File: config.mk
export PLATFORM = sky130hd
export DESIGN_NAME = cfs_status_bank
export DESIGN_NICKNAME = d
export VERILOG_FILES = /design/src/common/cfs_pkg.sv /design/src/design/cfs_status_bank.sv /design/src/design/cfs_fault_word.sv
export VERILOG_INCLUDE_DIRS = /design/src /design/src/common
export SDC_FILE = /design/constraint.sdc
export NUM_CORES = 1
export LEC_CHECK = 0
export BUFFER_PORTS_ARGS = -buffer_cell sky130_fd_sc_hd__buf_2
export CAP_MARGIN = 20
export CORE_ASPECT_RATIO = 1.75
export CORE_MARGIN = 2
export CORE_UTILIZATION = 56
export CTS_BUF_LIST = sky130_fd_sc_hd__clkbuf_4 sky130_fd_sc_hd__clkbuf_8
export DETAILED_ROUTE_END_ITERATION = 10
export PLACE_DENSITY = 0.86
export SLEW_MARGIN = 5
export SYNTH_ARGS = -nofsm -noshare
export SYNTH_HDL_FRONTEND = slang
export SYNTH_SLANG_ARGS = --single-unit
File: constraint.sdc
create_clock -name core_clk_in -period 6.6 [get_ports core_clk_in]
set_input_delay 0 -clock core_clk_in [delete_from_list [all_inputs] [get_ports core_clk_in]]
set_output_delay 0 -clock core_clk_in [all_outputs]
set_load 0.01 [all_outputs]
File: src/common/cfs_defines.svh
// offsets, field positions and reset values of the controller fault status bank
// Summary of operation
// (RQ1) bit 31 is OR of all faults
// (RQ2) bit 29 flags position detect frequency fault
// (RQ3) bits 28, 27 flag timing faults a, b
// (RQ4) bit 23 flags abnormal rotation rate lock
// (RQ5) bit 22 flags commutation desync lock
// (RQ6) bit 21 flags motor absent
// (RQ7) bit 20 is OR of lock detectors
// (RQ8) bit 19 flags per-cycle current cap
// (RQ9) bit 18 flags lock detect current cap
// (RQ10) bits 17, 16 flag supply low, high
// (RQ11) bit 15 flags external watchdog expiry
// (RQ12) bit 2 shows self-test enabled
// (RQ13) bit 1 shows self-test passed
// (RQ14) bit 0 shows application reset succeeded
// (RQ15) fault word at E2h, zero on reset
// (RQ16) status words at E4h, EAh, ECh, zero on reset
// (RQ17) every field read-only from reset value
// (RQ18) software never writes unassigned offsets
// (RQ19) reserved bits read zero, writes ignored
`ifndef CFS_DEFINES_SVH
`define CFS_DEFINES_SVH

`define CFS_OFS_FAULT 8'hE2
`define CFS_OFS_SYS1 8'hE4
`define CFS_OFS_SYS2 8'hEA
`define CFS_OFS_SYS3 8'hEC
`define CFS_RST_WORD 32'h00000000

`define CFS_BIT_ANY 31
`define CFS_BIT_FREQ 29
`define CFS_BIT_TIM_A 28
`define CFS_BIT_TIM_B 27
`define CFS_BIT_RATE 23
`define CFS_BIT_DESYNC 22
`define CFS_BIT_ABSENT 21
`define CFS_BIT_LOCK 20
`define CFS_BIT_CYC_CAP 19
`define CFS_BIT_LOCK_CAP 18
`define CFS_BIT_LOW 17
`define CFS_BIT_HIGH 16
`define CFS_BIT_WD 15
`define CFS_BIT_ST_EN 2
`define CFS_BIT_ST_PASS 1
`define CFS_BIT_APP_RST 0

`endif

File: src/common/cfs_pkg.sv
// types shared by the controller fault status bank
package cfs_pkg;

	typedef struct packed {
		logic position_detect_freq_err;
		logic position_detect_timing_a_err;
		logic position_detect_timing_b_err;
		logic abnormal_rotation_rate;
		logic commutation_desync;
		logic motor_absent;
		logic rotor_lock_other;
		logic per_cycle_current_cap;
		logic lock_detect_current_cap;
		logic supply_low_fault;
		logic supply_high_fault;
		logic external_watchdog_expired;
	} cfs_fault_in_t;

	typedef struct packed {
		logic self_test_enabled;
		logic self_test_passed;
		logic app_reset_ok;
	} cfs_status_in_t;

	typedef struct packed {
		logic rd;
		logic wr;
		logic [7:0] addr;
	} cfs_req_t;

	typedef struct packed {
		logic valid;
		logic err;
		logic [31:0] data;
	} cfs_rsp_t;

	typedef enum logic [1:0] {
		CFS_IDLE = 2'h1,
		CFS_ANSWER = 2'h2
	} cfs_state_t;

endpackage

File: src/design/cfs_status_bank.sv
// read-only controller fault and system status register bank
`timescale 1ns/1ns
`default_nettype none
`include "cfs_defines.svh"

module cfs_status_bank (
	input wire logic core_clk_in,
	input wire logic nrst_in,
	input wire cfs_pkg::cfs_fault_in_t fault_in,
	input wire cfs_pkg::cfs_status_in_t status_in,
	input wire logic [31:0] system_status_word_1_in,
	input wire logic [31:0] system_status_word_2_in,
	input wire logic [31:0] system_status_word_3_in,
	input wire cfs_pkg::cfs_req_t req_in,
	output logic busy_out,
	output var cfs_pkg::cfs_rsp_t rsp_out
);

	// reset release

	logic rst_meta;
	logic rst_n;
	logic next_rst_meta;
	logic next_rst_n;

	always_comb begin
		next_rst_meta = 1'b1;
		next_rst_n = rst_meta;
	end

	// assertion is asynchronous, release waits two edges
	always_ff @(posedge core_clk_in or negedge nrst_in) begin
		if (!nrst_in) begin
			rst_meta <= 1'b0;
			rst_n <= 1'b0;
		end else begin
			rst_meta <= next_rst_meta;
			rst_n <= next_rst_n;
		end
	end

	// address decode, shared by the read path and the checks

	function automatic logic is_mapped(input logic [7:0] addr);
		is_mapped = (addr == `CFS_OFS_FAULT) || (addr == `CFS_OFS_SYS1)
			|| (addr == `CFS_OFS_SYS2) || (addr == `CFS_OFS_SYS3);
	endfunction

	function automatic logic [31:0] pick_word(
		input logic [7:0] addr,
		input logic [31:0] fault_w,
		input logic [31:0] sys1,
		input logic [31:0] sys2,
		input logic [31:0] sys3
	);
		case (addr)
			`CFS_OFS_FAULT: pick_word = fault_w;
			`CFS_OFS_SYS1: pick_word = sys1;
			`CFS_OFS_SYS2: pick_word = sys2;
			`CFS_OFS_SYS3: pick_word = sys3;
			default: pick_word = `CFS_RST_WORD;
		endcase
	endfunction

	// controller fault word

	logic [31:0] fault_word;

	cfs_fault_word u_fault_word (
		.clk_in(core_clk_in),
		.rst_n_in(rst_n),
		.fault_in(fault_in),
		.status_in(status_in),
		.word_out(fault_word)
	);

	// system status words, sampled every cycle

	logic [31:0] sys_word [3];
	logic [31:0] next_sys_word [3];

	always_comb begin
		next_sys_word[0] = system_status_word_1_in;
		next_sys_word[1] = system_status_word_2_in;
		next_sys_word[2] = system_status_word_3_in;
	end

	always_ff @(posedge core_clk_in or negedge rst_n) begin
		if (!rst_n) begin
			for (int i = 0; i < 3; i++) begin
				sys_word[i] <= `CFS_RST_WORD; // [RQ16]
			end
		end else begin
			for (int i = 0; i < 3; i++) begin
				sys_word[i] <= next_sys_word[i];
			end
		end
	end

	// register port

	cfs_pkg::cfs_state_t state;
	cfs_pkg::cfs_state_t next_state;
	cfs_pkg::cfs_rsp_t next_rsp;
	logic take_rd;
	logic take_wr;

	// a read wins over a write presented in the same cycle
	assign take_rd = (state == cfs_pkg::CFS_IDLE) && req_in.rd;
	assign take_wr = (state == cfs_pkg::CFS_IDLE) && req_in.wr && !req_in.rd;
	assign busy_out = (state != cfs_pkg::CFS_IDLE);

	always_comb begin
		next_state = state;
		next_rsp = rsp_out;
		next_rsp.valid = 1'b0;
		case (state)
			cfs_pkg::CFS_IDLE: begin
				if (take_rd) begin
					next_state = cfs_pkg::CFS_ANSWER;
					next_rsp.valid = 1'b1;
					// unassigned offsets answer zero with an error
					next_rsp.err = !is_mapped(req_in.addr); // [RQ18]
					next_rsp.data = pick_word(req_in.addr, fault_word,
						sys_word[0], sys_word[1], sys_word[2]); // [RQ15] [RQ16]
				end else if (take_wr) begin
					next_state = cfs_pkg::CFS_ANSWER;
					// nothing here is writable, the store is dropped
					next_rsp.valid = 1'b1;
					next_rsp.err = 1'b1; // [RQ17] [RQ19]
					next_rsp.data = `CFS_RST_WORD;
				end
			end
			cfs_pkg::CFS_ANSWER: begin
				// requests in this cycle are not taken
				next_state = cfs_pkg::CFS_IDLE;
			end
			default: begin
				next_state = cfs_pkg::CFS_IDLE;
			end
		endcase
	end

	always_ff @(posedge core_clk_in or negedge rst_n) begin
		if (!rst_n) begin
			state <= cfs_pkg::CFS_IDLE;
			rsp_out <= '{valid: 1'b0, err: 1'b0, data: `CFS_RST_WORD};
		end else begin
			state <= next_state;
			rsp_out <= next_rsp;
		end
	end

	logic past_valid;
	logic next_past_valid;

	always_comb begin
		next_past_valid = 1'b1;
	end

	always_ff @(posedge core_clk_in or negedge rst_n) begin
		if (!rst_n) begin
			past_valid <= 1'b0;
		end else begin
			past_valid <= next_past_valid;
		end
	end
endmodule // cfs_status_bank

`default_nettype wire

File: src/design/cfs_fault_word.sv
// assembles and registers the controller fault word
`timescale 1ns/1ns
`default_nettype none
`include "cfs_defines.svh"

module cfs_fault_word (
	input wire logic clk_in,
	input wire logic rst_n_in,
	input wire cfs_pkg::cfs_fault_in_t fault_in,
	input wire cfs_pkg::cfs_status_in_t status_in,
	output logic [31:0] word_out
);

	logic [31:0] next_word;

	always_comb begin
		next_word = `CFS_RST_WORD; // [RQ19]
		next_word[`CFS_BIT_FREQ] = fault_in.position_detect_freq_err; // [RQ2]
		next_word[`CFS_BIT_TIM_A] = fault_in.position_detect_timing_a_err; // [RQ3]
		next_word[`CFS_BIT_TIM_B] = fault_in.position_detect_timing_b_err; // [RQ3]
		next_word[`CFS_BIT_RATE] = fault_in.abnormal_rotation_rate; // [RQ4]
		next_word[`CFS_BIT_DESYNC] = fault_in.commutation_desync; // [RQ5]
		next_word[`CFS_BIT_ABSENT] = fault_in.motor_absent; // [RQ6]
		// lock types without a bit of their own still count here
		next_word[`CFS_BIT_LOCK] = fault_in.abnormal_rotation_rate | fault_in.commutation_desync
			| fault_in.motor_absent | fault_in.rotor_lock_other; // [RQ7]
		next_word[`CFS_BIT_CYC_CAP] = fault_in.per_cycle_current_cap; // [RQ8]
		next_word[`CFS_BIT_LOCK_CAP] = fault_in.lock_detect_current_cap; // [RQ9]
		next_word[`CFS_BIT_LOW] = fault_in.supply_low_fault; // [RQ10]
		next_word[`CFS_BIT_HIGH] = fault_in.supply_high_fault; // [RQ10]
		next_word[`CFS_BIT_WD] = fault_in.external_watchdog_expired; // [RQ11]
		next_word[`CFS_BIT_ST_EN] = status_in.self_test_enabled; // [RQ12]
		next_word[`CFS_BIT_ST_PASS] = status_in.self_test_passed; // [RQ13]
		next_word[`CFS_BIT_APP_RST] = status_in.app_reset_ok; // [RQ14]
		// self-test and reset outcome are status, not faults
		next_word[`CFS_BIT_ANY] = |next_word[`CFS_BIT_FREQ:`CFS_BIT_WD]; // [RQ1]
	end

	always_ff @(posedge clk_in or negedge rst_n_in) begin
		if (!rst_n_in) begin
			word_out <= `CFS_RST_WORD; // [RQ15]
		end else begin
			word_out <= next_word;
		end
	end

endmodule // cfs_fault_word

`default_nettype wire

==> results of run 1 <==
per-stage QoR:
stage / area (sq um) / power (mW) / hold WS (ns) / util (%) / std cells
detailed placement: 5857 / 1.167 / -0.2144 / 67.11 / 558
finish: 7382 / 1.913 / 0.1673 / 84.59 / 703
global placement: 5857 / 1.157 / -0.2149 / 67.11 / 558
global route: 7382 / 1.990 / 0.1560 / 84.59 / 703
floorplan: 5025 / 1.098 / -0.2956 / - / 301
CTS: 7382 / 1.895 / 0.1381 / 84.59 / 703
final timing paths:
check,to,start,depth (start not counted),slack [ns]
setup / recovery,rsp_out[0]$_DFFE_PN0P_,rst_n$_DFF_PN0_,1,4.67
hold / removal,rsp_out[27]$_DFFE_PN0P_,req_in[1],4,0.17
setup reg to reg,rsp_out[0]$_DFFE_PN0P_,rst_n$_DFF_PN0_,1,4.67
hold reg to reg,rst_n$_DFF_PN0_,next_rst_n$_DFF_PN0_,0,0.38
max in group core_clk_in,rsp_out[15]$_DFFE_PN0P_,state[0]$_DFFE_PN1P_,3,4.81
min in group asynchronous,sys_word[59]$_DFF_PN0_,rst_n$_DFF_PN0_,0,0.43
cells in the final DEF, fill, tap and decap left out:
| master | synthesis | routed |
|---|---|---|
| dfrtp_4 | 0 | 1 |
| dfrtp_1 | 149 | 148 |
| clkbuf_8 | 0 | 17 |
| bufinv_16 | 0 | 2 |
| nand2b_1 | 3 | 3 |
| mux2i_1 | 48 | 48 |
| nor4_1 | 2 | 2 |
| or4_1 | 1 | 1 |
| dlygate4sd3_1 | 0 | 113 |
| inv_1 | 3 | 3 |
| o2bb2ai_1 | 16 | 16 |
| clkinv_2 | 0 | 2 |
| a22o_1 | 32 | 32 |
| clkinv_4 | 0 | 3 |
| nand2b_4 | 1 | 1 |
| clkbuf_4 | 0 | 1 |
| inv_6 | 0 | 3 |
| o22ai_1 | 16 | 16 |
| conb_1 | 1 | 1 |
| clkinvlp_4 | 0 | 4 |
| nand3b_1 | 1 | 1 |
| nand4b_1 | 1 | 1 |
| buf_2 | 8 | 157 |
| buf_4 | 2 | 4 |
| and3b_1 | 1 | 1 |
| dfstp_2 | 1 | 1 |
| a2111oi_4 | 1 | 1 |
| nor2_1 | 1 | 1 |
| or2_2 | 1 | 1 |
| a21oi_1 | 1 | 1 |
layer usage:
metal | vias up | routed length (um) | GRT usage, %
met5 | - | 0 | 0
met4 | 0 | 558 | 15.89
met3 | 42 | 801 | 9.487
met2 | 189 | 8348 | 56.93
met1 | 1892 | 4993 | 35.34
li1 | 1637 | - | -
power breakdown:
part	internal [mW]	switching (mW)	leakage [nW]	total, mW
Combinational	0.104	0.122	1.65	0.225
Clock	0.343	0.357	0.189	0.700
Sequential	0.965	0.0233	1.81	0.988
Total	1.41	0.502	3.66	1.91
kinds of logic (layout without fill, tap and decap cells):
| group | after synthesis | count (layout) | share of synthesized area (%) |
|---|---|---|---|
| multiplexers | 48 | 48 | 9.562 |
| AO/OA/AOI/OAI | 66 | 66 | 11.01 |
| buffers and inverters | 24 | 309 | 2.888 |
| AND/OR/NAND/NOR | 12 | 12 | 1.743 |
| flip-flops | 150 | 150 | 74.73 |
| other | 1 | 1 | 0.07463 |
flip-flops by register name, indices dropped and copies added (netlist names):
| signal | flops |
|---|---|
| next_rst_n | 1 |
| u_fault_word.word_out | 16 |
| rst_n | 1 |
| state | 2 |
| rsp_out | 34 |
| sys_word | 96 |
synth_stat cells:
master	count	area, sq um
buf_4	2	15.01
buf_2	8	40.04
o22ai_1	16	100.1
a2111oi_4	1	27.53
nand2b_4	1	13.76
conb_1	1	3.750
a21oi_1	1	5.000
inv_1	3	11.26
and3b_1	1	8.760
nand4b_1	1	8.760
nand2b_1	3	18.77
o2bb2ai_1	16	140.1
nor2_1	1	3.750
clkbuf_1	6	22.52
nor4_1	2	12.51
nand3b_1	1	7.510
or4_1	1	7.510
dfrtp_1	149	3729
dfstp_2	1	26.28
buf_6	5	56.30
mux2i_1	48	480.5
or2_2	1	6.260
a22o_1	32	280.3
final cells by class:
cell class	count	area [sq um]
repair buffers	274	1947
clock buffers	18	241.5
flip-flops and latches	150	3759
well taps	117	146.4
clock inverters	14	152.6
inverters	3	11.26
fillers	433	1345
multi-input cells	127	1125
==> metrics.md, run 1 <==
| Metric | Value |
|---|---|
| CTS tree | `done` |
| Clk Tree Root Cell | `clkbuf_8` |
| Die H | `about 130 um` |
| Clock skew | `roughly 0.016 ns` |
| Final WL | `approximately 15,000 um` |
| Clk buf depth | `2` |
| #FFs+latches synth | `150` |
| RSZ-0062 raised after global routing | `no` |
| Cts hold-fix bufs | `roughly 110` |
| Placer congestion estimate | `a little under 0.8` |
| Vias in the first global route | `~4,200` |
| Hold Crit Class | `in2reg` |
| CTS buffer count | `17` |
| Pre-antenna DRT Iters | `5` |
| Crit path kind | `reg2async` |
| Nets | `around 700` |
| Outcome | `finished, final reports clean` |
| Die footprint | `9776 sq um` |
| Top delay family on crit path | `flip-flops` |
| Sequential area share after synthesis | `about three quarters` |
| Final-report hold violation count | `0` |
| Post-DP HPWL | `around 6900 um` |
| # Post-CTS Setup Buffers | `0` |
| First-pass GRT wire length | `22,210 um` |
| Worst VDD drop | `roughly 0.21 mV` |
| Final setup violation count | `0` |
| Overflow left after global routing | `0` |
| Count of pins over their slew limit | `0` |
| Worst-path clk slew | `approximately 0.09 ns` |
| Synth cell types | `23` |
| WP data required | `7.04 ns` |
| Crit path DAT | `2.37 ns` |
| DR WL/cell | `20.91 um` |
| Via count | `3,760` |
| CP startpoint kind | `register` |
| # IOs | `about 160` |
| Max incr delay on CP | `0.97 ns` |
| DR iter-0 viols | `between 150 and 200` |
| FP Rows | `45` |
| Cells along the critical path | `buf_4` |
| Initial Util | `57.58%` |
| Synthesized net count | `~420` |
| Maximum number of pins on one net before global-route repair | `a little over 80` |
| Mapped Avg Cell Area | `approximately 17 sq um` |
| Mapped Cells | `around 300` |
| Depth of the CTS H-tree | `4` |
| Die Width | `~76 um` |
| DRT antenna net count | `0` |
| Vias per inst | `~5.3` |
| Slew @ Worst Pin | `between 0.9 and 1 ns` |
| Worst setup margin | `between 4 and 5 ns` |
| Total track usage | `32.72%` |
| # DRC | `0` |
| Max cap viols | `0` |
| Fin Setup TNS | `0 ns` |
| Final min period | `a little under 2 ns` |
| Initial antenna violation count | `0` |
| Slowest cell on crit path | `dfrtp_4` |
| Core region area | `a little under 9000 sq um` |
| N_diodes | `0` |
| Share of cells above drive strength 1 | `~34%` |
| Fmax | `roughly 520 MHz` |
| Syn. warnings | `0` |
| Synthesized area | `about 5000 sq um` |
| P_leak | `between 3 and 4 nW` |
| Rel. slew slack | `roughly a third` |
| Place WS | `4.607 ns` |
| Critical Path Fanout Max | `82` |
| CTS resizes | `0` |
| Synthesis-to-layout area growth | `46.91%` |
| Worst Setup End Kind | `asynchronous set/reset pin` |
| Worst path bufs/invs | `1` |
| Worst-Skew Late Latency | `roughly 0.46 ns` |
| Crit share post-route | `29.29%` |
| PwrDens | `~260 nW/um^2` |
| Num Clock Sinks | `150` |
| Port Buffers | `between 150 and 200` |
Power figures use the tool's default switching activity.
==> inputs of run 2 (changes only) <==
--- a/config.mk
+++ b/config.mk
@@ -10,10 +10,10 @@
 export CAP_MARGIN = 20
 export CORE_ASPECT_RATIO = 1.75
 export CORE_MARGIN = 2
-export CORE_UTILIZATION = 56
+export CORE_UTILIZATION = 52
 export CTS_BUF_LIST = sky130_fd_sc_hd__clkbuf_4 sky130_fd_sc_hd__clkbuf_8
 export DETAILED_ROUTE_END_ITERATION = 10
-export PLACE_DENSITY = 0.86
+export PLACE_DENSITY = 0.81
 export SLEW_MARGIN = 5
 export SYNTH_ARGS = -nofsm -noshare
 export SYNTH_HDL_FRONTEND = slang
==> constraint.sdc (replaced) <==
create_clock -name core_clk_in -period 2 [get_ports core_clk_in]
set_input_delay 0 -clock core_clk_in [delete_from_list [all_inputs] [get_ports core_clk_in]]
set_output_delay 0 -clock core_clk_in [all_outputs]
set_load 0.01 [all_outputs]
==> run 2 against run 1 <==
Routed wire length is 4.7% lower. Sequential cell count stayed put. Register-to-register slack worse by 4.4 ns. Critical path type is now reg2reg. Cell area is 1.1% higher. Maximum frequency is 14% higher.
==> metrics.md, run 2 (synthesis gave the netlist of run 1 again) <==
| Metric | Value |
|---|---|
| Worst VDD drop | `approximately 0.61 mV` |
| Max incr delay on CP | `0.60 ns` |
| Num Clock Sinks | `150` |
| Count of pins over their slew limit | `0` |
| WP data required | `between 2 and 2.5 ns` |
| Die footprint | `~10,000 sq um` |
| Initial antenna violation count | `1` |
| Die Width | `78.31 um` |
| P_leak | `3.705 nW` |
| CTS buffer count | `17` |
| Outcome | `finished, final reports clean` |
| Via count | `about 3,700` |
| Pre-antenna DRT Iters | `4` |
| Instance count on the critical path | `3` |
| FP Rows | `47` |
| R2R Setup Slk | `0.31 ns` |
| Cells along the critical path | `nand2b_1, or2_2, a22o_1` |
| Reg area | `around 3800 sq um` |
| Final-report hold violation count | `0` |
| Synthesis-to-layout area growth | `48.51%` |
| Worst path bufs/invs | `0` |
| Largest regs | `sys_word: 96 flops, rsp_out: 34 flops, u_fault_word.word_out: 16 flops` |
| Nets | `between 700 and 800` |
| Max cap viols | `0` |
| Fmax | `just under 600 MHz` |
| Port Buffers | `around 160` |
| CTS tree | `done` |
| Cts hold-fix bufs | `~110` |
| Crit path DAT | `2.01 ns` |
| Fin Setup TNS | `0 ns` |
| Rel. slew slack | `around half` |
| CP startpoint kind | `register` |
| R2r startpoint | `state[0]$_DFFE_PN1P_` |
| Die H | `approximately 130 um` |
| Multi-input combinational cell area | `1125 sq um` |
| Commonest non-fill, non-tap cell in the layout | `buf_2` |
| DR iter-0 viols | `150` |
| Maximum number of pins on one net before global-route repair | `60` |
| Core region area | `roughly 9400 sq um` |
| CTS resizes | `0` |
| Total track usage | `between 20% and 30%` |
| Worst Setup End Kind | `register` |
| Crit path kind | `reg2reg` |
| Vias in the first global route | `4,275` |
| Clk Tree Root Cell | `clkbuf_8` |
| Depth of the CTS H-tree | `4` |
| Worst-Skew Late Latency | `about 0.44 ns` |
| Clock skew | `between 0.01 and 0.015 ns` |
| DR WL/cell | `~20 um` |
| Vias per inst | `around 5.1` |
| Final WL | `14,020 um` |
| Max FFs per register | `96` |
| # DRC | `0` |
| CP Capture Point | `rsp_out[20]$_DFFE_PN0P_` |
| Critical path launch point | `state[0]$_DFFE_PN1P_` |
| Hold Crit Class | `in2reg` |
| Top delay family on crit path | `simple AND/OR/NAND/NOR gates` |
| Share of cells above drive strength 1 | `between 30% and 40%` |
| # IOs | `approximately 160` |
| Overflow left after global routing | `0` |
| Fill cells | `between 500 and 600` |
| Commonest cells after routing, fill and taps aside | `buf_2 (157), dfrtp_1 (148), dlygate4sd3_1 (113)` |
| Crit share post-route | `a little over four fifths` |
| Biggest register | `sys_word` |
| Reg-to-reg endpoint | `rsp_out[20]$_DFFE_PN0P_` |
| RSZ-0062 raised after global routing | `no` |
| Initial Util | `around 53%` |
| Placer congestion estimate | `around 0.75` |
| Final min period | `~1.7 ns` |
| Worst-path clk slew | `0.09 ns` |
| DRT antenna net count | `0` |
| Final setup violation count | `0` |
| Slew @ Worst Pin | `around 0.74 ns` |
| PwrDens | `between 800 and 900 nW/um^2` |
| Clk buf depth | `2` |
| R2R cell count | `3` |
| Post-DP HPWL | `7261 um` |
| Min Hold Slack | `~0.16 ns` |
| Critical Path Fanout Max | `36` |
| # Post-CTS Setup Buffers | `0` |
| Slowest cell on crit path | `or2_2` |
| First-pass GRT wire length | `between 20,000 and 25,000 um` |
run 2: changes by cell type in the layout (fill, tap and decap cells not counted):
cell | previous run | this run
diode_2 | 0 | 1
buf_4 | 4 | 9
clkbuf_8 | 17 | 19
clkinvlp_4 | 4 | 2
inv_6 | 3 | 2
clkinv_4 | 3 | 5
clkbuf_4 | 1 | 0
buf_12 | 0 | 1
run 2: final cells by class:
class / count / area share, %
antenna: 1 / 0.03353
clock buffer: 19 / 3.504
tap: 122 / 2.046
sequential: 150 / 50.37
timing repair buffer: 280 / 26.86
multi-input combinational: 127 / 15.07
clock inverter: 13 / 1.962
inverter: 3 / 0.1509
run 2: layer usage:
metal	GRT usage [%]	share of wire, %
met1	27.61	32
met2	54.50	58
met3	6.931	4.3
met4	15.98	5.3
met5	0	0
run 2: power breakdown:
part	total (mW)	internal (mW)	switching [mW]
Clock	2.34	1.19	1.15
Sequential	3.24	3.18	0.0527
Combinational	0.754	0.351	0.403
Total	6.33	4.72	1.61
run 2: stage by stage:
stage / power (mW) / utilization [%] / worst slack, ns / instances / cell area, sq um
after floorplan: 3.623 / - / 0.3970 / 301 / 5029
after global placement: 3.826 / 62.93 / 0.3752 / 569 / 5921
after detailed placement: 3.852 / 62.93 / 0.3399 / 569 / 5921
after CTS: 6.307 / 79.28 / 0.3255 / 714 / 7460
after global routing: 6.601 / 79.31 / 0.2384 / 715 / 7462
final: 6.328 / 79.31 / 0.3088 / 715 / 7462
run 2: how the worst min path moves through the flow:
stage	from	to	slack [ns]	cells past startpoint
floorplan	nrst_in	next_rst_n$_DFF_PN0_	-0.30	0
global placement	nrst_in	next_rst_n$_DFF_PN0_	-0.21	1
detailed placement	nrst_in	next_rst_n$_DFF_PN0_	-0.21	1
global route	system_status_word_3_in[8]	sys_word[8]$_DFF_PN0_	0.19	2
finish	req_in[1]	rsp_out[15]$_DFFE_PN0P_	0.16	4
CTS	req_in[1]	rsp_out[15]$_DFFE_PN0P_	0.16	4
run 2: worst min-delay path: cells and delay by family:
| kind | cells | cell delay (ns) |
|---|---|---|
| AO/OA/AOI/OAI | 2 | 0.28 |
| buffers and inverters | 1 | 0.12 |
| AND/OR/NAND/NOR | 1 | 0.16 |
